<file path="src/include/ptp_evt_pkg.sv">
// Package: register map, field layout, reset values and types of the trigger/timestamp control block
package ptp_evt_pkg;

  // ---------------------------------------------------------------
  // Register byte offsets
  // ---------------------------------------------------------------
  localparam logic [11:0] OFF_UNIT_INDEX   = 12'h0_500;
  localparam logic [11:0] OFF_CASCADE_LOOP = 12'h0_544;
  localparam logic [11:0] OFF_PULSE_WIDTH  = 12'h0_548;
  localparam logic [11:0] OFF_TS_STATUS    = 12'h0_550;
  localparam logic [11:0] OFF_TS_SAMPLE    = 12'h0_554;
  localparam logic [11:0] OFF_MODE_CTL     = 12'h0_580;
  localparam logic [11:0] OFF_IRQ_STATUS   = 12'h0_584;
  localparam logic [11:0] OFF_IRQ_MASK     = 12'h0_588;

  // ---------------------------------------------------------------
  // Field positions
  // ---------------------------------------------------------------
  localparam int TRIG_IDX_LSB   = 0;
  localparam int TS_IDX_BIT     = 8;
  localparam int CNT_LSB        = 17;
  localparam int OVF_BIT        = 16;
  localparam int RISE_BIT       = 7;
  localparam int FALL_BIT       = 6;
  localparam int LAST_BIT       = 5;
  localparam int UPSEL_BIT      = 1;
  localparam int JOIN_BIT       = 0;
  localparam int POL_BIT        = 30;
  localparam int PPS_LSB        = 16;
  localparam int TRIG_START_BIT = 0;
  localparam int TRIG_PPS_BIT   = 1;
  localparam int CASCADE_BIT    = 2;
  localparam int IRQ_EVT_BIT    = 0;
  localparam int IRQ_OVF_BIT    = 1;
  localparam int IRQ_TRIG_BIT   = 2;

  // ---------------------------------------------------------------
  // Reset values and widths
  // ---------------------------------------------------------------
  localparam logic [31:0] RST_CASCADE_LOOP = 32'h0000_0000;
  localparam logic [15:0] RST_PULSE_WIDTH  = 16'h0000;
  localparam logic [7:0]  RST_PPS_HIGH     = 8'h00;
  localparam logic [3:0]  CNT_MAX          = 4'hF;
  localparam int          NUM_TRIG         = 4;
  localparam int          NUM_TS           = 2;

  // ---------------------------------------------------------------
  // Timing
  // ---------------------------------------------------------------
  localparam int CLK_PERIOD_PS   = 5000;
  localparam int WIDTH_UNIT_PS   = 8000;
  // 8 ns is not a whole number of 5 ns cycles: width counted in ps
  localparam int STEP_NS         = 1;
  localparam int CLK_PERIOD_NS   = CLK_PERIOD_PS / 1000;

  typedef struct packed {
    logic       rise_capture_en;
    logic       fall_capture_en;
    logic       chain_last_unit;
    logic       upstream_done_sel;
    logic       chain_join_en;
    logic [3:0] captured_event_count;
    logic       captured_event_overflow;
    logic       first_sample_polarity;
    logic       done;
  } ts_unit_t;

  typedef struct packed {
    logic        psel;
    logic        penable;
    logic        pwrite;
    logic [11:0] paddr;
    logic [31:0] pwdata;
  } apb_req_t;

endpackage

</file>
<file path="src/hw/ptp_evt_ctl.sv">
// Top: APB registers, trigger pulse width generator, cascade period store, timestamp units
// Function
// - In cascade mode next trigger time is target time plus loop period
// - Loop period register is selected by two-bit trigger unit index
// - Output pulse high width is pulse width times 8 ns, rounded up to whole 5 ns cycles
// - PPS width uses high byte above the 16-bit pulse width
// - Each input unit reports its detected enabled edge count, up to 15
// - Count saturates at 15 and overflow bit is set
// - In cascade mode only the chain tail among joined units sets its overflow flag
// - Rising edges are captured only while rise enable is set
// - Falling edges are captured only while fall enable is set
// - Chain last unit bit marks the final unit of the chain
// - Upstream done is taken from unit 1 or unit 0 by select bit
// - Chain join enable includes the unit in the cascade chain
// - Successive captures of one unit stay distinct
// - The first capture after a clear records edge polarity, 1 rising, 0 falling
`timescale 1ns/1ps
module ptp_evt_ctl
  import ptp_evt_pkg::*;
#(
  parameter int NTRIG = NUM_TRIG
)
(
  input  wire logic              CLOCK,
  input  wire logic              RST_N,
  input  wire logic              PSEL,
  input  wire logic              PENABLE,
  input  wire logic              PWRITE,
  input  wire logic [11:0]       PADDR,
  input  wire logic [31:0]       PWDATA,
  output logic      [31:0]       PRDATA,
  output logic                   PREADY,
  output logic                   PSLVERR,
  input  wire logic [NUM_TS-1:0] TS_PIN,
  input  wire logic [31:0]       TRIG_TARGET,
  output logic      [31:0]       TRIG_NEXT,
  output logic                   TRIG_OUT,
  output logic                   IRQ
);

  // ---------------------------------------------------------------
  // State
  // ---------------------------------------------------------------
  typedef enum logic [0:0] { PW_IDLE, PW_HIGH } pw_state_t;

  typedef struct packed {
    logic [NTRIG-1:0][31:0] loop_period;
    logic [1:0]             trig_idx;
    logic                   ts_idx;
    logic [15:0]            pulse_width;
    logic [7:0]             pps_high;
    logic                   pps_mode;
    logic                   cascade;
    logic [NUM_TS-1:0][4:0] ts_cfg;
    logic [2:0]             irq_stat;
    logic [2:0]             irq_mask;
    pw_state_t              pw_state;
    logic [36:0]            pw_left_ps;
    logic                   trig_out;
    logic [31:0]            trig_next;
    logic [31:0]            prdata;
  } st_t;

  st_t st_r;
  st_t st_nxt;

  ts_unit_t [NUM_TS-1:0] ts_cfg_w;
  ts_unit_t [NUM_TS-1:0] ts_stat_w;
  logic     [NUM_TS-1:0] ts_evt_w;
  logic     [NUM_TS-1:0] ts_ovf_w;
  logic     [NUM_TS-1:0] ts_clr_w;
  logic     [NUM_TS-1:0] ts_up_w;

  function automatic logic is_acc(input logic [11:0] a, input logic [11:0] off);
    is_acc = PSEL && PENABLE && (a == off);
  endfunction

  function automatic logic [31:0] ts_word(input ts_unit_t u);
    ts_word                = 32'h0000_0000;
    ts_word[CNT_LSB+:4]    = u.captured_event_count;
    ts_word[OVF_BIT]       = u.captured_event_overflow;
    ts_word[RISE_BIT]      = u.rise_capture_en;
    ts_word[FALL_BIT]      = u.fall_capture_en;
    ts_word[LAST_BIT]      = u.chain_last_unit;
    ts_word[UPSEL_BIT]     = u.upstream_done_sel;
    ts_word[JOIN_BIT]      = u.chain_join_en;
  endfunction

  // ---------------------------------------------------------------
  // Timestamp units
  // ---------------------------------------------------------------
  genvar g;
  generate
    for (g = 0; g < NUM_TS; g++) begin : g_ts
      always_comb begin
        ts_cfg_w[g]                   = '0;
        ts_cfg_w[g].rise_capture_en   = st_r.ts_cfg[g][4];
        ts_cfg_w[g].fall_capture_en   = st_r.ts_cfg[g][3];
        ts_cfg_w[g].chain_last_unit   = st_r.ts_cfg[g][2];
        ts_cfg_w[g].upstream_done_sel = st_r.ts_cfg[g][1];
        ts_cfg_w[g].chain_join_en     = st_r.ts_cfg[g][0];
        // Head unit (select 0 on unit 0) sees no upstream and is always armed
        if (st_r.ts_cfg[g][1]) begin
          ts_up_w[g] = ts_stat_w[1].done;
        end else begin
          ts_up_w[g] = (g == 0) ? 1'b1 : ts_stat_w[0].done;
        end
        ts_clr_w[g] = is_acc(PADDR, OFF_TS_STATUS) && PWRITE && (st_r.ts_idx == 1'(g));
      end
      ts_edge_unit u_ts (
        .clk           (CLOCK),
        .rst_n         (RST_N),
        .pin_in        (TS_PIN[g]),
        .cascade_mode  (st_r.cascade),
        .upstream_done (ts_up_w[g]),
        .clear         (ts_clr_w[g]),
        .cfg           (ts_cfg_w[g]),
        .stat          (ts_stat_w[g]),
        .event_pulse   (ts_evt_w[g]),
        .ovf_pulse     (ts_ovf_w[g])
      );
    end
  endgenerate

  // ---------------------------------------------------------------
  // Next state
  // ---------------------------------------------------------------
  logic        wr;
  logic        rd;
  logic        trig_start;
  logic [36:0] width_ps;
  logic [2:0]  irq_set;
  ts_unit_t    ts_sel;

  always_comb begin
    st_nxt     = st_r;
    wr         = PSEL && PENABLE && PWRITE;
    rd         = PSEL && !PENABLE && !PWRITE;
    trig_start = 1'b0;
    ts_sel     = ts_stat_w[st_r.ts_idx];
    irq_set    = 3'b000;

    // Register writes
    if (wr) begin
      case (PADDR)
        OFF_UNIT_INDEX: begin
          st_nxt.trig_idx = PWDATA[TRIG_IDX_LSB+:2];
          st_nxt.ts_idx   = PWDATA[TS_IDX_BIT];
        end
        OFF_CASCADE_LOOP: st_nxt.loop_period[st_r.trig_idx] = PWDATA;
        OFF_PULSE_WIDTH: begin
          st_nxt.pulse_width = PWDATA[15:0];
          st_nxt.pps_high    = PWDATA[PPS_LSB+:8];
        end
        OFF_TS_STATUS: begin
          st_nxt.ts_cfg[st_r.ts_idx] = {PWDATA[RISE_BIT], PWDATA[FALL_BIT], PWDATA[LAST_BIT],
                                        PWDATA[UPSEL_BIT], PWDATA[JOIN_BIT]};
        end
        OFF_MODE_CTL: begin
          trig_start      = PWDATA[TRIG_START_BIT];
          st_nxt.pps_mode = PWDATA[TRIG_PPS_BIT];
          st_nxt.cascade  = PWDATA[CASCADE_BIT];
        end
        OFF_IRQ_STATUS: st_nxt.irq_stat = st_r.irq_stat & ~PWDATA[2:0];
        OFF_IRQ_MASK:   st_nxt.irq_mask = PWDATA[2:0];
        default: ;
      endcase
    end

    // Pulse generator; width kept in ps since 8 ns steps do not divide 5 ns cycles
    // Mode bits written together with the start apply to this very pulse
    if (st_nxt.pps_mode) begin
      width_ps = 37'({st_r.pps_high, st_r.pulse_width}) * 37'(WIDTH_UNIT_PS);
    end else begin
      width_ps = 37'(st_r.pulse_width) * 37'(WIDTH_UNIT_PS);
    end
    case (st_r.pw_state)
      PW_IDLE: begin
        if (trig_start && width_ps != 37'd0) begin
          st_nxt.pw_state   = PW_HIGH;
          st_nxt.pw_left_ps = width_ps;
          st_nxt.trig_out   = 1'b1;
          // Cascade: next target is the current one plus the loop period
          st_nxt.trig_next  = st_nxt.cascade ? TRIG_TARGET + st_r.loop_period[st_r.trig_idx]
                                           : TRIG_TARGET;
        end
      end
      PW_HIGH: begin
        if (st_r.pw_left_ps <= 37'(CLK_PERIOD_PS)) begin
          st_nxt.pw_state = PW_IDLE;
          st_nxt.trig_out = 1'b0;
          irq_set[IRQ_TRIG_BIT] = 1'b1;
        end else begin
          st_nxt.pw_left_ps = st_r.pw_left_ps - 37'(CLK_PERIOD_PS);
        end
      end
      default: st_nxt.pw_state = PW_IDLE;
    endcase

    // Sticky events: a set in the same cycle as a clear wins
    irq_set[IRQ_EVT_BIT] = |ts_evt_w;
    irq_set[IRQ_OVF_BIT] = |ts_ovf_w;
    st_nxt.irq_stat      = st_nxt.irq_stat | irq_set;

    // Read data, registered at the setup edge so it stands through the access phase
    if (rd) begin
      case (PADDR)
        OFF_UNIT_INDEX:   st_nxt.prdata = {23'h0, st_r.ts_idx, 6'h0, st_r.trig_idx};
        OFF_CASCADE_LOOP: st_nxt.prdata = st_r.loop_period[st_r.trig_idx];
        OFF_PULSE_WIDTH:  st_nxt.prdata = {8'h00, st_r.pps_high, st_r.pulse_width};
        OFF_TS_STATUS:    st_nxt.prdata = ts_word(ts_sel);
        OFF_TS_SAMPLE:    st_nxt.prdata = {1'b0, ts_sel.first_sample_polarity, 30'h0};
        OFF_MODE_CTL:     st_nxt.prdata = {29'h0, st_r.cascade, st_r.pps_mode, st_r.trig_out};
        OFF_IRQ_STATUS:   st_nxt.prdata = {29'h0, st_r.irq_stat};
        OFF_IRQ_MASK:     st_nxt.prdata = {29'h0, st_r.irq_mask};
        default:          st_nxt.prdata = 32'h0000_0000;
      endcase
    end
  end

  always_ff @(posedge CLOCK or negedge RST_N) begin
    if (!RST_N) begin
      st_r             <= '0;
      st_r.pulse_width <= RST_PULSE_WIDTH;
      st_r.pps_high    <= RST_PPS_HIGH;
      st_r.pw_state    <= PW_IDLE;
      for (int i = 0; i < NTRIG; i++) begin
        st_r.loop_period[i] <= RST_CASCADE_LOOP;
      end
    end else begin
      st_r <= st_nxt;
    end
  end

  // ---------------------------------------------------------------
  // Outputs
  // ---------------------------------------------------------------
  // Zero wait state slave; unmapped addresses read zero and do not error
  assign PREADY    = 1'b1;
  assign PSLVERR   = 1'b0;
  assign PRDATA    = st_r.prdata;
  assign TRIG_OUT  = st_r.trig_out;
  assign TRIG_NEXT = st_r.trig_next;
  assign IRQ       = |(st_r.irq_stat & st_r.irq_mask);

endmodule

</file>
<file path="src/hw/ts_edge_unit.sv">
// One timestamp input unit: edge detect, event count, overflow and chaining
`timescale 1ns/1ps
module ts_edge_unit
  import ptp_evt_pkg::*;
(
  input  wire logic     clk,
  input  wire logic     rst_n,
  input  wire logic     pin_in,
  input  wire logic     cascade_mode,
  input  wire logic     upstream_done,
  input  wire logic     clear,
  input  wire ts_unit_t cfg,
  output ts_unit_t      stat,
  output logic          event_pulse,
  output logic          ovf_pulse
);

  typedef struct packed {
    logic       pin_d;
    logic [3:0] cnt;
    logic       ovf;
    logic       pol;
    logic       done;
  } st_t;

  st_t st_r;
  st_t st_nxt;
  logic rise;
  logic fall;
  logic hit;
  logic armed;

  always_comb begin
    st_nxt      = st_r;
    st_nxt.pin_d = pin_in;
    // Single-cycle edge detection at 200 MHz resolves inputs well beyond 25 MHz
    rise        = pin_in & ~st_r.pin_d & cfg.rise_capture_en;
    fall        = ~pin_in & st_r.pin_d & cfg.fall_capture_en;
    // A chained unit waits until its upstream unit reports done
    armed       = !(cascade_mode && cfg.chain_join_en) || upstream_done;
    hit         = (rise | fall) & armed;
    ovf_pulse   = 1'b0;
    if (clear) begin
      st_nxt.cnt  = 4'h0;
      st_nxt.ovf  = 1'b0;
      st_nxt.done = 1'b0;
    end
    if (hit) begin
      // A clear in the same cycle restarts the count, so no overflow then
      if (st_r.cnt == CNT_MAX && !clear) begin
        // Saturate; in a chain only the tail flags the overflow
        if (!(cascade_mode && cfg.chain_join_en) || cfg.chain_last_unit) begin
          st_nxt.ovf = 1'b1;
          ovf_pulse  = 1'b1;
        end
        st_nxt.cnt  = CNT_MAX;
        st_nxt.done = 1'b1;
      end else begin
        st_nxt.cnt = st_r.cnt + 4'h1;
      end
      if (st_r.cnt == 4'h0 || clear) begin
        st_nxt.pol = rise;
      end
      if (clear) begin
        st_nxt.cnt = 4'h1;
      end
    end
    event_pulse = hit;
    stat                        = cfg;
    stat.captured_event_count    = st_r.cnt;
    stat.captured_event_overflow = st_r.ovf;
    stat.first_sample_polarity   = st_r.pol;
    stat.done                    = st_r.done;
  end

  always_ff @(posedge clk or negedge rst_n) begin
    if (!rst_n) begin
      st_r <= '0;
    end else begin
      st_r <= st_nxt;
    end
  end

endmodule

</file>
<file path="config.mk">
export PLATFORM = sky130hd
export DESIGN_NAME = ptp_evt_ctl
export DESIGN_NICKNAME = d
export VERILOG_FILES = /design/src/include/ptp_evt_pkg.sv /design/src/hw/ptp_evt_ctl.sv /design/src/hw/ts_edge_unit.sv
export SDC_FILE = /design/constraint.sdc
export NUM_CORES = 1
export LEC_CHECK = 0
export BUFFER_PORTS_ARGS = -buffer_cell sky130_fd_sc_hd__buf_2
export CORE_MARGIN = 10
export CORE_UTILIZATION = 35
export DETAILED_ROUTE_END_ITERATION = 12
export GPL_ROUTABILITY_DRIVEN = 1
export PLACE_DENSITY_LB_ADDON = 0.3
export SETUP_SLACK_MARGIN = 0.4
export SLEW_MARGIN = 20
export SYNTH_ARGS = -nofsm -noshare
export SYNTH_HDL_FRONTEND = slang
export SYNTH_SLANG_ARGS = --single-unit
</file>
<file path="constraint.sdc">
create_clock -name CLOCK -period 6.8 [get_ports CLOCK]
set_input_delay 0.68 -clock CLOCK [delete_from_list [all_inputs] [get_ports CLOCK]]
set_output_delay 0.68 -clock CLOCK [all_outputs]
set_load 0.005 [all_outputs]
</file>
# Word level (Yosys, flattened, before mapping)
# Cells that the tools add are included.
# word_totals
reg_bits	292
inputBits	83
out_inout_bits	68
wordCells	173
# classes
addsub	4
n_mul	2
n_lt_le_gt_ge	5
n_eq_ne	13
muxes	53
n_bitwise	22
reduce_logical	45
# op_table
cell	count
one-hot mux 32 bit (8 select lines)	1
bitwise mux 128 bit	1
== test 12 x 11 -> 1 bit, second input constant	8
2-to-1 mux 32 bit	3
one-hot mux 39 bit (2 select lines)	1
2-to-1 mux 37 bit	2
2-to-1 mux 71 bit	1
binary-select mux 32 bit (select 2 bit)	1
demux 32 bit (select 2 bit)	1
less-or-equal comparator 37 x 13 -> 1 bit, second input constant	1
nonzero test 37 bit	1
subtractor 37 x 13 -> 37 bit, second input constant	1
adder 32 bit	1
multiplier 24 x 7 -> 31 bit, second input constant	1
2-to-1 mux 1 bit	24
2-to-1 mux 12 bit	2
multiplier 16 x 7 -> 23 bit, second input constant	1
AND reduction 2 bit	10
2-to-1 mux 18 bit	1
2-to-1 mux 4 bit	4
logical AND 1 bit	15
2-to-1 mux 5 bit	3
2-to-1 mux 7 bit	2
AND 1 bit	10
other kinds (24)	48

# Depth between registers and ports, before layout
# Gate-level depths: netlist of the first run.
# depth
depth_word	12
ltp_mapped	24
ltp_nobuf	21

# Hierarchy
# From an unflattened synthesis of the first run, not the netlist that was laid out.
# hier_totals
hier_cells	2034
hier_area_um2	20821.2
# by_module_without_submodules
mod	instances	cells_each	area_each_um2	seq_area_each_um2
ptp_evt_ctl	1	1924	19755.2	6831.6
ts_edge_unit	2	55	533.0	200.2

# Least setup slack after synthesis of the first run
# OpenSTA, ideal clock, no wires.
# synth_path
kind	register to register
start	register st_r[138] (netlist bit)
end	register st_r[86] (netlist bit)
t_arrival_ns	5.885
required_time_ns	6.674
slack_ns	0.789
path_stages_with_launch	21
synth_period_minus_slack_ns	6.011
path_cell_list	dfrtp_1 inv_1 fa_1 fa_1 fa_1 fa_1 inv_1 ha_1 clkbuf_1 a21oi_1 o21ai_0 a211o_1 a21oi_1 a21o_1 a21oi_1 or4b_1 a2111oi_2 a31oi_1 buf_4 buf_6 a221o_1
# synth_between
elab_chain_len	6
elab_cells_between_ends	9
classes_between	2 x mul; 1 x eq/ne; 3 x mux; 3 x reduce/logical
# synth_rtl
item	line	rtl
start: declaration	ptp_evt_ctl.sv:64	st_t st_r;
start signal: assignment	ptp_evt_ctl.sv:231	st_r <= st_nxt;
multiplier 24 x 7 -> 31 bit / multiplier 16 x 7 -> 23 bit (equally long branches)	ptp_evt_ctl.sv:173, ptp_evt_ctl.sv:175	
2-to-1 mux 37 bit (*)	ptp_evt_ctl.sv:172	if (st_nxt.pps_mode) begin
nonzero test 37 bit	ptp_evt_ctl.sv:179	if (trig_start && width_ps != 37'd0) begin
logical AND 1 bit	ptp_evt_ctl.sv:179	
inequality test 2 bit (no line)	--	
AND reduction 2 bit (no line)	--	
# Mark *: on every way between the ends. The rest lies on a longest branch, timed or not. The select of a mux whose other input is x is not followed.
# A chain may end at the register's enable or synchronous reset.

# Worst setup path in the final report of the first run
# layout_path
start	register st_r[138] (netlist bit)
end	register st_r[81] (netlist bit)
# The elaborated chain is that of the path after synthesis.

==> impl_metrics.env, run 1 <==
export IMPL_total_leakage_power_nw=11.4
export IMPL_grt_pass1_wl_mm=96.9
export IMPL_insertion_delay_ns=0.55
export IMPL_fin_skew_ns=0.0307
export IMPL_clock_sinks=289
export IMPL_routed_wl_mm=63.0
export IMPL_wl_met1_mm=28.9
export IMPL_hold_class="input port to async pin"
export IMPL_grt_use_total=0.175
export IMPL_setup_worst_path_end_class="flop"
export IMPL_critical_path_class="flop to flop"
export IMPL_syn_area_mm2=0.0207
export IMPL_grt_pass1_vias=16000
export IMPL_tritoncts="yes"
export IMPL_drive_gt1_frac=0.272
export IMPL_crit_chain="clkinvlp_4, fa_1, fa_1, fa_1, inv_1, fa_1, ha_1, a21oi_1, nor3_1, a211o_1, a311oi_4, a2111o_1, o221ai_1, or4b_1, a2111oi_4, buf_4, a31oi_2, buf_4, a221o_1"
export IMPL_vias_per_cell=5.49
export IMPL_ys_async_sr_fraction=1.00
export IMPL_synth_top_cell_area_share=0.349
export IMPL_status="finished, final reports clean"
export IMPL_routedWlPerCell_um=21.8
export IMPL_synth_seq_area_share=0.349
export IMPL_crit_required_ns=7.22
export IMPL_max_freq_mhz=162
export IMPL_synth_top_cells_by_area="dfrtp_1 35%, mux2_2 10%, fa_1 8.7%"
export IMPL_start_kind="flop"
export IMPL_cp_common_cell="fa_1"
export IMPL_dr_wl_met2_mm=28.8
export IMPL_critPathSlowestCell="fa_1"
export IMPL_synth_most_common_cell="dfrtp_1"
export IMPL_top_layer_used="met5"
export IMPL_ys_ff_latch=289
export IMPL_max_cap_viol_count=0
export IMPL_dpl_cell_area_mm2=0.0220
export IMPL_regToRegEndpoint="st_r[81]"
export IMPL_synth_common_cells="289 x dfrtp_1, 185 x mux2_2, 171 x nand2_1, 156 x inv_1, 123 x ha_1"
export IMPL_antenna_found_initial=8
export IMPL_path_delay_family="adder cells"
export IMPL_peakVddDrop_mv=0.174
export IMPL_slowest_delay_ns=0.56
export IMPL_netlist_instances=1982
export IMPL_area_delta_synth_final_pct=14.0
export IMPL_reg2reg_depth=19
export IMPL_relSlewSlack=0.280
export IMPL_avgSynthCellArea_um2=10.4
export IMPL_ys_types=89
export IMPL_cts_made_buffers=34
export IMPL_design_core_area_mm2=0.0588
export IMPL_drc=0
export IMPL_worst_slack_ns=0.612
export IMPL_root_buffer="clkbuf_16"
export IMPL_timing_hold_violations_final=0
export IMPL_min_period_over_period=0.910
export IMPL_start_util=0.352
export IMPL_rows=89
export IMPL_h_tree_depth=2
export IMPL_stdcell_area_mm2=0.0236
export IMPL_critPathBufInv=4
export IMPL_vias=15800
export IMPL_cts_buffer_depth=3
export IMPL_setup_tns_ns=0
export IMPL_rsz0062_at_grt="no"
export IMPL_worstPathMaxFanout=8
export IMPL_yosys_area_top_type="dfrtp_1"
export IMPL_yosys_warnings=0
export IMPL_multiInputGateArea_mm2=0.0123
export IMPL_drtPass1Iterations=5
export IMPL_fill_cells=5699
export IMPL_rr_startpoint="st_r[138]"
export IMPL_die_area_mm2=0.0693
export IMPL_powerDensity_mw_per_mm2=160
export IMPL_clk_pin_slew_ns=0.06
export IMPL_synth_edf_count=0
export IMPL_die_h_um=263
export IMPL_fin_crit_ns=6.19
export IMPL_wl_met3_mm=4.00
export IMPL_r2r_slack_ns=0.61
export IMPL_setup_violations_final=0
export IMPL_seqCellArea_mm2=0.00725
export IMPL_hpwl_mm=48.2
export IMPL_grt_overflow=0
export IMPL_ios=151
export IMPL_die_x_um=263
export IMPL_ys_flop_type="dfrtp_1"
export IMPL_drtAntennaViolNets=0
export IMPL_portBuffers=148
export IMPL_gp_congestion=0.900
export IMPL_drt_iter0_drc=1344
export IMPL_synth_fp_nets=2278
export IMPL_worst_pin_slew_ns=1.08
export IMPL_nets=2383
export IMPL_slew_viol_final=0
export IMPL_grt_max_degree=148
export IMPL_dp_slack_ns=0.185
export IMPL_arrival_ns=6.61
logic make-up (layout without fill, tap and decap cells):
logic type | count (synthesis) | in the layout | share of synthesized area
AO/OA/AOI/OAI | 425 | 426 | 0.139
XOR/XNOR | 51 | 51 | 0.0216
buffers and inverters | 305 | 430 | 0.0701
AND/OR/NAND/NOR | 455 | 455 | 0.108
adder cells (fa/ha/maj) | 213 | 213 | 0.161
multiplexers | 242 | 242 | 0.150
other | 2 | 3 | 0.000363
flip-flops | 289 | 289 | 0.349
flip-flops by register name, indices dropped and copies added, names as in the netlist:
name / count
g_ts.u_ts.stat: 14
TRIG_OUT: 1
st_r: 208
PRDATA: 32
TRIG_NEXT: 32
g_ts.u_ts.st_r: 2
through the flow:
stage	hold WS (ns)	util	cells	total power, mW
floorplan	0.384	-	1982	1.82
global placement	0.456	0.374	2802	1.91
detailed placement	0.468	0.374	2802	1.92
CTS	0.123	0.395	2859	3.81
global route	0.146	0.401	2882	3.89
finish	0.118	0.401	2882	3.77
layout by cell type, fill, tap and decap left out, drive strengths merged, types with 17 or more instances in the layout:
master  instances
a211oi         18
a21o           34
a21oi          81
a22oi          19
buf           213
clkbuf         52
dfrtp         289
fa             90
ha            123
inv           155
mux2          199
mux4           32
nand2         171
nand3          31
nor2           79
nor3           44
o211ai         19
o21a           17
o21ai         114
xnor2          24
xor2           27
timing repair:
| item | in CTS | in global routing |
|---|---|---|
| resized for setup | 18 | 51 |
| cloned | 0 | 3 |
| buffers inserted | 0 | 19 |
| pin swaps | 2 | 5 |
| endpoints found under the setup margin | 64 | 68 |
| hold buffers | 0 | 0 |
where the power goes:
part / internal [mW] / total, mW / switching, mW
combinational: 0.0506 / 0.164 / 0.114
sequential: 1.72 / 1.72 / 0.00150
clock: 1.12 / 1.88 / 0.763
total: 2.89 / 3.77 / 0.878
routing by layer:
| metal | global-route usage | up-vias |
|---|---|---|
| li1 | - | 7277 |
| met1 | 0.242 | 7961 |
| met2 | 0.278 | 495 |
| met3 | 0.0359 | 85 |
| met5 | 0 | - |
| met4 | 0.0388 | 8 |
layout make-up:
type,instances,share of cell area
clock inverter,7,0.00594
multi-input combinational,1389,0.521
antenna,1,0.000106
tap,773,0.0410
clock buffer,50,0.0416
inverter,158,0.0256
timing repair buffer,215,0.0578
sequential,289,0.307
how the worst max path moves through the flow:
stage | start | endpoint | slack [ns] | cells after the start
floorplan | st_r[138] | st_r[86] | 0.79 | 20
global placement | st_r[123] | TRIG_NEXT[28] | 0.29 | 19
detailed placement | st_r[142] | st_r[82] | 0.19 | 19
CTS | st_r[142] | st_r[76] | 0.42 | 19
global route | st_r[138] | TRIG_NEXT[7] | 0.37 | 21
finish | st_r[138] | st_r[81] | 0.61 | 19
Note: power is estimated with default switching activity, not from simulation.
==> run 2, diff against run 1 <==
Settings changed: SYNTH_HIERARCHICAL from default to 1.
==> run 2 against run 1 <==
  * First-iteration DRC count grew 0.45%
  * Clock-buffer cell count shrank 4
  * Combinational power grew to 2.6 times the previous value
  * Fmax barely moved
  * Critical endpoint is now TRIG_NEXT[19]
  * Highest routed layer unchanged
==> impl_metrics.env, run 2 <==
export IMPL_status="finished, final reports clean"
export IMPL_regToRegEndpoint="TRIG_NEXT[19]"
export IMPL_yosys_area_top_type="dfrtp_1"
export IMPL_worstPathMaxFanout=14
export IMPL_drtPass1Iterations=6
export IMPL_rows=89
export IMPL_whs_path_depth=1
export IMPL_tritoncts="yes"
export IMPL_rr_startpoint="st_r[131]"
export IMPL_synth_common_cells="289 x dfrtp_1, 158 x inv_1, 156 x nand2_1, 134 x mux2_2, 123 x ha_1"
export IMPL_worst_slack_ns=0.609
export IMPL_synth_top_cells_by_area="dfrtp_1 35%, fa_1 8.7%, ha_1 7.4%"
export IMPL_setup_violations_final=0
export IMPL_drt_iter0_drc=1350
export IMPL_die_h_um=264
export IMPL_grt_max_degree=160
export IMPL_relSlewSlack=0.210
export IMPL_worst_pin_slew_ns=1.18
export IMPL_peakVddDrop_mv=0.178
export IMPL_start_util=0.353
export IMPL_grt_overflow=0
export IMPL_r2r_slack_ns=0.61
export IMPL_min_period_over_period=0.910
export IMPL_h_tree_depth=1
export IMPL_timing_hold_violations_final=0
export IMPL_cts_buffer_depth=3
export IMPL_clk_pin_slew_ns=0.07
export IMPL_synth_most_common_cell="dfrtp_1"
export IMPL_dp_cells=2825
export IMPL_antenna_found_initial=7
export IMPL_total_leakage_power_nw=11.1
export IMPL_drtAntennaViolNets=0
export IMPL_die_x_um=264
export IMPL_slew_viol_final=0
export IMPL_nets=2412
export IMPL_largest_reg_flops=208
export IMPL_ys_flop_type="dfrtp_1"
export IMPL_max_cap_viol_count=0
export IMPL_hp_start="TS_PIN[0]"
export IMPL_root_buffer="clkbuf_16"
export IMPL_regMostFlops="st_r"
export IMPL_final_cells=2913
export IMPL_setup_worst_path_end_class="flop"
export IMPL_hpwl_mm=47.8
export IMPL_powerDensity_mw_per_mm2=163
export IMPL_grt_pass1_vias=16000
export IMPL_start_kind="flop"
export IMPL_yosys_warnings=6
export IMPL_area_delta_synth_final_pct=12.5
export IMPL_vias_per_cell=5.46
export IMPL_synth_top_cell_area_share=0.347
export IMPL_grt_use_total=0.173
export IMPL_max_freq_mhz=162
export IMPL_ys_async_sr_fraction=1.00
export IMPL_crit_required_ns=7.27
export IMPL_reg2reg_depth=18
export IMPL_gp_congestion=0.918
export IMPL_layout_commonest_cell="dfrtp_1"
export IMPL_design_core_area_mm2=0.0589
export IMPL_synth_fp_nets=2330
export IMPL_rsz0062_at_grt="no"
export IMPL_insertion_delay_ns=0.60
export IMPL_setup_tns_ns=0
export IMPL_dp_slack_ns=0.236
export IMPL_netlist_instances=2034
export IMPL_holdPathEnd="g_ts[0].u_ts/st_r[7]"
export IMPL_ios=151
export IMPL_total_power_mw=3.82
export IMPL_ys_types=95
export IMPL_grt_pass1_wl_mm=96.7
export IMPL_hold_class="input port to flop"
export IMPL_arrival_ns=6.66
export IMPL_drc=0
export IMPL_drive_gt1_frac=0.256
export IMPL_layout_common_cells="273 x dfrtp_1, 155 x nand2_1, 147 x buf_2, 143 x inv_1, 134 x mux2_2"
export IMPL_clock_sinks=289
export IMPL_syn_area_mm2=0.0208
export IMPL_vias=15900
export IMPL_synth_seq_area_share=0.347
export IMPL_fin_crit_ns=6.19
export IMPL_die_area_mm2=0.0696
export IMPL_cts_made_buffers=31
export IMPL_critical_path_class="flop to flop"
export IMPL_routedWlPerCell_um=21.5
export IMPL_portBuffers=148
export IMPL_synth_edf_count=0
export IMPL_fin_skew_ns=0.0217
export IMPL_ys_ff_latch=289
export IMPL_avgSynthCellArea_um2=10.2
export IMPL_routed_wl_mm=62.6
-- run 2: cell count changes in the layout (fill, tap and decap cells not counted), sizes merged, moves of 7 or more --
| cell | change |
|---|---|
| mux2 | -44 |
| a21oi | +36 |
| nor2 | +35 |
| a221oi | +15 |
| a22oi | -15 |
| nand2 | -15 |
| nor3 | +10 |
| o21ai | -10 |
| mux2i | +9 |
| and3 | +7 |
-- run 2: where the power goes --
part           internal (mW)  switching, mW
Combinational          0.160          0.268
Clock                  0.916          0.730
Sequential              1.73         0.0107
-- run 2: metrics by stage --
| step | instance area, µm² | hold slack [ns] | util |
|---|---|---|---|
| floorplan | 20800 | 0.384 | - |
| finish | 23400 | 0.225 | 0.398 |
| CTS | 23000 | 0.187 | 0.390 |
| global placement | 21900 | 0.450 | 0.372 |
| detailed placement | 21900 | 0.451 | 0.372 |
| global route | 23400 | 0.191 | 0.398 |
-- run 2: cell families (layout without fill, tap and decap cells) --
group / count (synthesis) / after routing / synth area share
muxes: 207 / 207 / 0.128
adders and majority gates: 213 / 213 / 0.160
xor gates and xnor gates: 49 / 49 / 0.0206
other: 2 / 4 / 0.000361
DFF: 289 / 289 / 0.347
AOI/OAI and AO/OA: 447 / 447 / 0.148
buffers and inverters: 333 / 437 / 0.0791
and+or+nand+nor: 494 / 494 / 0.116
-- run 2: timing repair --
item	CTS	global route
hold buffers	0	1
pin swaps	2	13
hold endpoints to repair	0	33
setup endpoints to repair	40	67
cloned	1	1
buffers inserted	5	22
resized for setup	9	73
-- run 2: layout make-up --
| class | count | area [µm²] |
|---|---|---|
| antenna | 2 | 5.00 |
| clock buffer | 46 | 902 |
| clock inverter | 9 | 63.8 |
| fill | 5760 | 35500 |
| inverter | 161 | 629 |
| multi-input combinational | 1412 | 12200 |
| sequential | 289 | 7250 |
| tap | 773 | 967 |
| timing repair buffer | 221 | 1420 |
-- run 2: worst max-delay path, cell delays in order (launching register included) --
cell and delay (ns):
dfrtp_2 0.45, inv_2 0.11, fa_1 0.46, fa_1 0.47, fa_1 0.52, inv_1 0.06
fa_1 0.51, ha_2 0.32, o211ai_1 0.35, a211oi_2 0.13, a22oi_2 0.23, a21boi_1 0.10
or3_1 0.35, a2111o_1 0.38, o41a_1 0.54, o41ai_4 0.39, buf_4 0.20, buf_12 0.16
mux2_1 0.33
-- run 2: per-layer routing --
layer / routed length [µm] / track usage
met1: 29200 / 0.246
met2: 27800 / 0.261
met3: 4340 / 0.0400
met4: 1240 / 0.0400
met5: 24 / 0
-- run 2: worst max path at each step --
stage          startpoint       endpoint  slack, ns  depth (start not counted)
2_1_floorplan   st_r[135]  TRIG_NEXT[19]       0.86                         18
3_3_place_gp    st_r[131]      st_r[101]       0.26                         18
3_5_place_dp    st_r[130]      st_r[101]       0.24                         18
4_1_cts         st_r[133]       st_r[73]       0.40                         18
5_1_grt         st_r[134]  TRIG_NEXT[19]       0.37                         19
6_report        st_r[131]  TRIG_NEXT[19]       0.61                         18
==> run 3, diff against run 2 <==
--- a/config.mk
+++ b/config.mk
@@ -7,5 +7,4 @@
 export LEC_CHECK = 0
 export BUFFER_PORTS_ARGS = -buffer_cell sky130_fd_sc_hd__buf_2
-export CORE_MARGIN = 10
 export CORE_UTILIZATION = 35
 export DETAILED_ROUTE_END_ITERATION = 12
==> constraint.sdc (replaced) <==
create_clock -name CLOCK -period 6.8 [get_ports CLOCK]
set_input_delay 2.04 -clock CLOCK [delete_from_list [all_inputs] [get_ports CLOCK]]
set_output_delay 2.04 -clock CLOCK [all_outputs]
set_load 0.005 [all_outputs]
==> run 3 against run 2 <==
  * Core utilization barely moved
  * First-iteration DRC count fell by 24%
  * Final area barely moved
  * Combinational power fell by 4%
  * Die area fell by 13%
  * Critical path type unchanged
  * Highest routed layer unchanged
==> impl_metrics.env, run 3 (synthesis gave the netlist of run 2 again) <==
export IMPL_drtAntennaViolNets=0
export IMPL_fin_crit_ns=6.21
export IMPL_dp_cells=2830
export IMPL_max_cap_viol_count=0
export IMPL_grt_pass1_vias=16100
export IMPL_drc=0
export IMPL_start_kind="flop"
export IMPL_clock_sinks=289
export IMPL_multiInputGateArea_mm2=0.0121
export IMPL_min_period_over_period=0.913
export IMPL_crit_required_ns=7.17
export IMPL_pwr_share_clk=0.468
export IMPL_drive_gt1_frac=0.245
export IMPL_area_delta_synth_final_pct=12.6
export IMPL_layout_common_cells="278 x dfrtp_1, 156 x nand2_1, 147 x buf_2, 145 x inv_1, 134 x mux2_2"
export IMPL_die_area_mm2=0.0605
export IMPL_root_buffer="clkbuf_16"
export IMPL_drt_iter0_drc=1024
export IMPL_die_h_um=246
export IMPL_nets=2406
export IMPL_total_leakage_power_nw=11.1
export IMPL_setup_violations_final=0
export IMPL_status="finished, final reports clean"
export IMPL_vias_per_cell=5.50
export IMPL_worst_pin_slew_ns=0.817
export IMPL_relSlewSlack=0.455
export IMPL_internal_power_mw=2.99
export IMPL_drtPass1Iterations=6
export IMPL_antenna_found_initial=6
export IMPL_grt_pass1_wl_mm=95.6
export IMPL_regMostFlops="st_r"
export IMPL_rsz0062_at_grt="yes"
export IMPL_hpwl_mm=46.7
export IMPL_portBuffers=148
export IMPL_switching_power_mw=1.06
export IMPL_hold_class="flop to flop"
export IMPL_crit_chain="inv_1, ha_1, ha_1, inv_1, fa_1, fa_1, inv_1, ha_1, o211ai_1, o211ai_1, buf_4, a22oi_2, a21boi_1, or3_1, a2111o_1, o41a_1, buf_4, o41ai_4, buf_4, mux2i_2, o22ai_1"
export IMPL_clk_pin_slew_ns=0.06
export IMPL_dpl_cell_area_mm2=0.0219
export IMPL_gp_congestion=0.942
export IMPL_seqCellArea_mm2=0.00725
export IMPL_routed_wl_mm=61.6
export IMPL_slew_viol_final=0
export IMPL_whs_ns=0.472
export IMPL_fill_cells=5708
export IMPL_p_seq_frac=0.431
export IMPL_final_cells=2909
export IMPL_timing_hold_violations_final=0
export IMPL_cts_made_buffers=35
export IMPL_grt_use_total=0.204
export IMPL_wl_met3_mm=3.39
export IMPL_tritoncts="yes"
export IMPL_powerDensity_mw_per_mm2=173
export IMPL_h_tree_depth=2
export IMPL_grt_overflow=0
export IMPL_vias=16000
export IMPL_max_freq_mhz=161
export IMPL_setup_worst_path_end_class="flop"
export IMPL_dr_wl_met2_mm=27.8
export IMPL_layout_commonest_cell="dfrtp_1"
export IMPL_wl_met1_mm=29.1
export IMPL_rows=89
export IMPL_peakVddDrop_mv=0.144
export IMPL_power_switching_fraction=0.262
export IMPL_pwr_share_comb=0.101
export IMPL_setup_tns_ns=0
export IMPL_critical_path_class="flop to flop"
export IMPL_design_core_area_mm2=0.0589
export IMPL_grt_max_degree=127
export IMPL_arrival_ns=6.58
export IMPL_start_util=0.353
export IMPL_routedWlPerCell_um=21.2
export IMPL_fin_skew_ns=0.0217
export IMPL_critPathSlowestCell="fa_1"
export IMPL_top_layer_used="met5"
export IMPL_worstPathMaxFanout=6
export IMPL_die_x_um=246
export IMPL_stdcell_area_mm2=0.0235
export IMPL_largest_reg_flops=208
export IMPL_cts_buffer_depth=3
export IMPL_ios=151
export IMPL_num_antenna_cells=0
export IMPL_insertion_delay_ns=0.54
export IMPL_slowest_delay_ns=0.57
-- run 3: changes by cell type in the layout (fill, tap and decap cells not counted), sizes merged --
cell         before  now
dlygate4sd3       1    0
buf             218  209
clkinvlp          2    3
clkinv            8   15
inv             160  159
clkbuf           47   46
diode             2    0
bufbuf            1    2
bufinv            0    1
-- run 3: final timing paths --
| kind | from | cells past startpoint | endpoint | slack (ns) |
|---|---|---|---|---|
| min | PRDATA[28] | 2 | PRDATA[28] | 0.47 |
| min in group asynchronous | RST_N | 1 | TRIG_NEXT[27] | 1.40 |
| min reg2reg | PRDATA[28] | 2 | PRDATA[28] | 0.47 |
| max in group asynchronous | RST_N | 2 | st_r[204] | 4.31 |
| max | st_r[129] | 21 | st_r[72] | 0.59 |
| max reg2reg | st_r[129] | 21 | st_r[72] | 0.59 |
-- run 3: final cells by class --
cell class / instances / area share
flip-flops and latches: 289 / 0.309
repair buffers: 211 / 0.0571
well taps: 773 / 0.0412
inverters: 161 / 0.0265
clock buffers: 46 / 0.0434
multi-input cells: 1412 / 0.516
clock inverters: 17 / 0.00624
-- run 3: routing by layer --
metal / track usage / vias up
li1: - / 7355
met1: 0.301 / 8112
met2: 0.313 / 455
met3: 0.0266 / 76
met4: 0.0506 / 6
met5: 0 / -
-- run 3: power groups by stage --
stage	Clock (mW)	Sequential (mW)	Combinational (mW)
after global placement	0	1.78	0.390
after CTS	1.93	1.75	0.401
final	1.90	1.75	0.409
after floorplan	0	1.77	0.237
after global routing	1.99	1.75	0.453
after detailed placement	0	1.78	0.394
-- run 3: repair_timing --
action / in CTS / in global routing
hold buffers: 0 / 0
pin swaps: 4 / 11
buffers inserted: 2 / 11
cloned: 2 / 0
resized for setup: 19 / 33
endpoints found under the setup margin: 38 / 67
-- run 3: worst max-delay path, delay by kind of cell, from the launching register on --
| family | cells | cell delay, ns |
|---|---|---|
| buffers and inverters | 6 | 0.90 |
| AOI/OAI and AO/OA | 8 | 2.04 |
| and+or+nand+nor | 1 | 0.36 |
| DFF | 1 | 0.45 |
| adders and majority gates | 5 | 2.05 |
| muxes | 1 | 0.25 |
-- run 3: per-stage QoR --
stage	util	total power [mW]	setup WS, ns
floorplan	-	2.01	0.858
global placement	0.373	2.17	0.107
detailed placement	0.373	2.17	0.00824
CTS	0.395	4.07	0.414
global route	0.398	4.19	0.388
finish	0.398	4.05	0.592
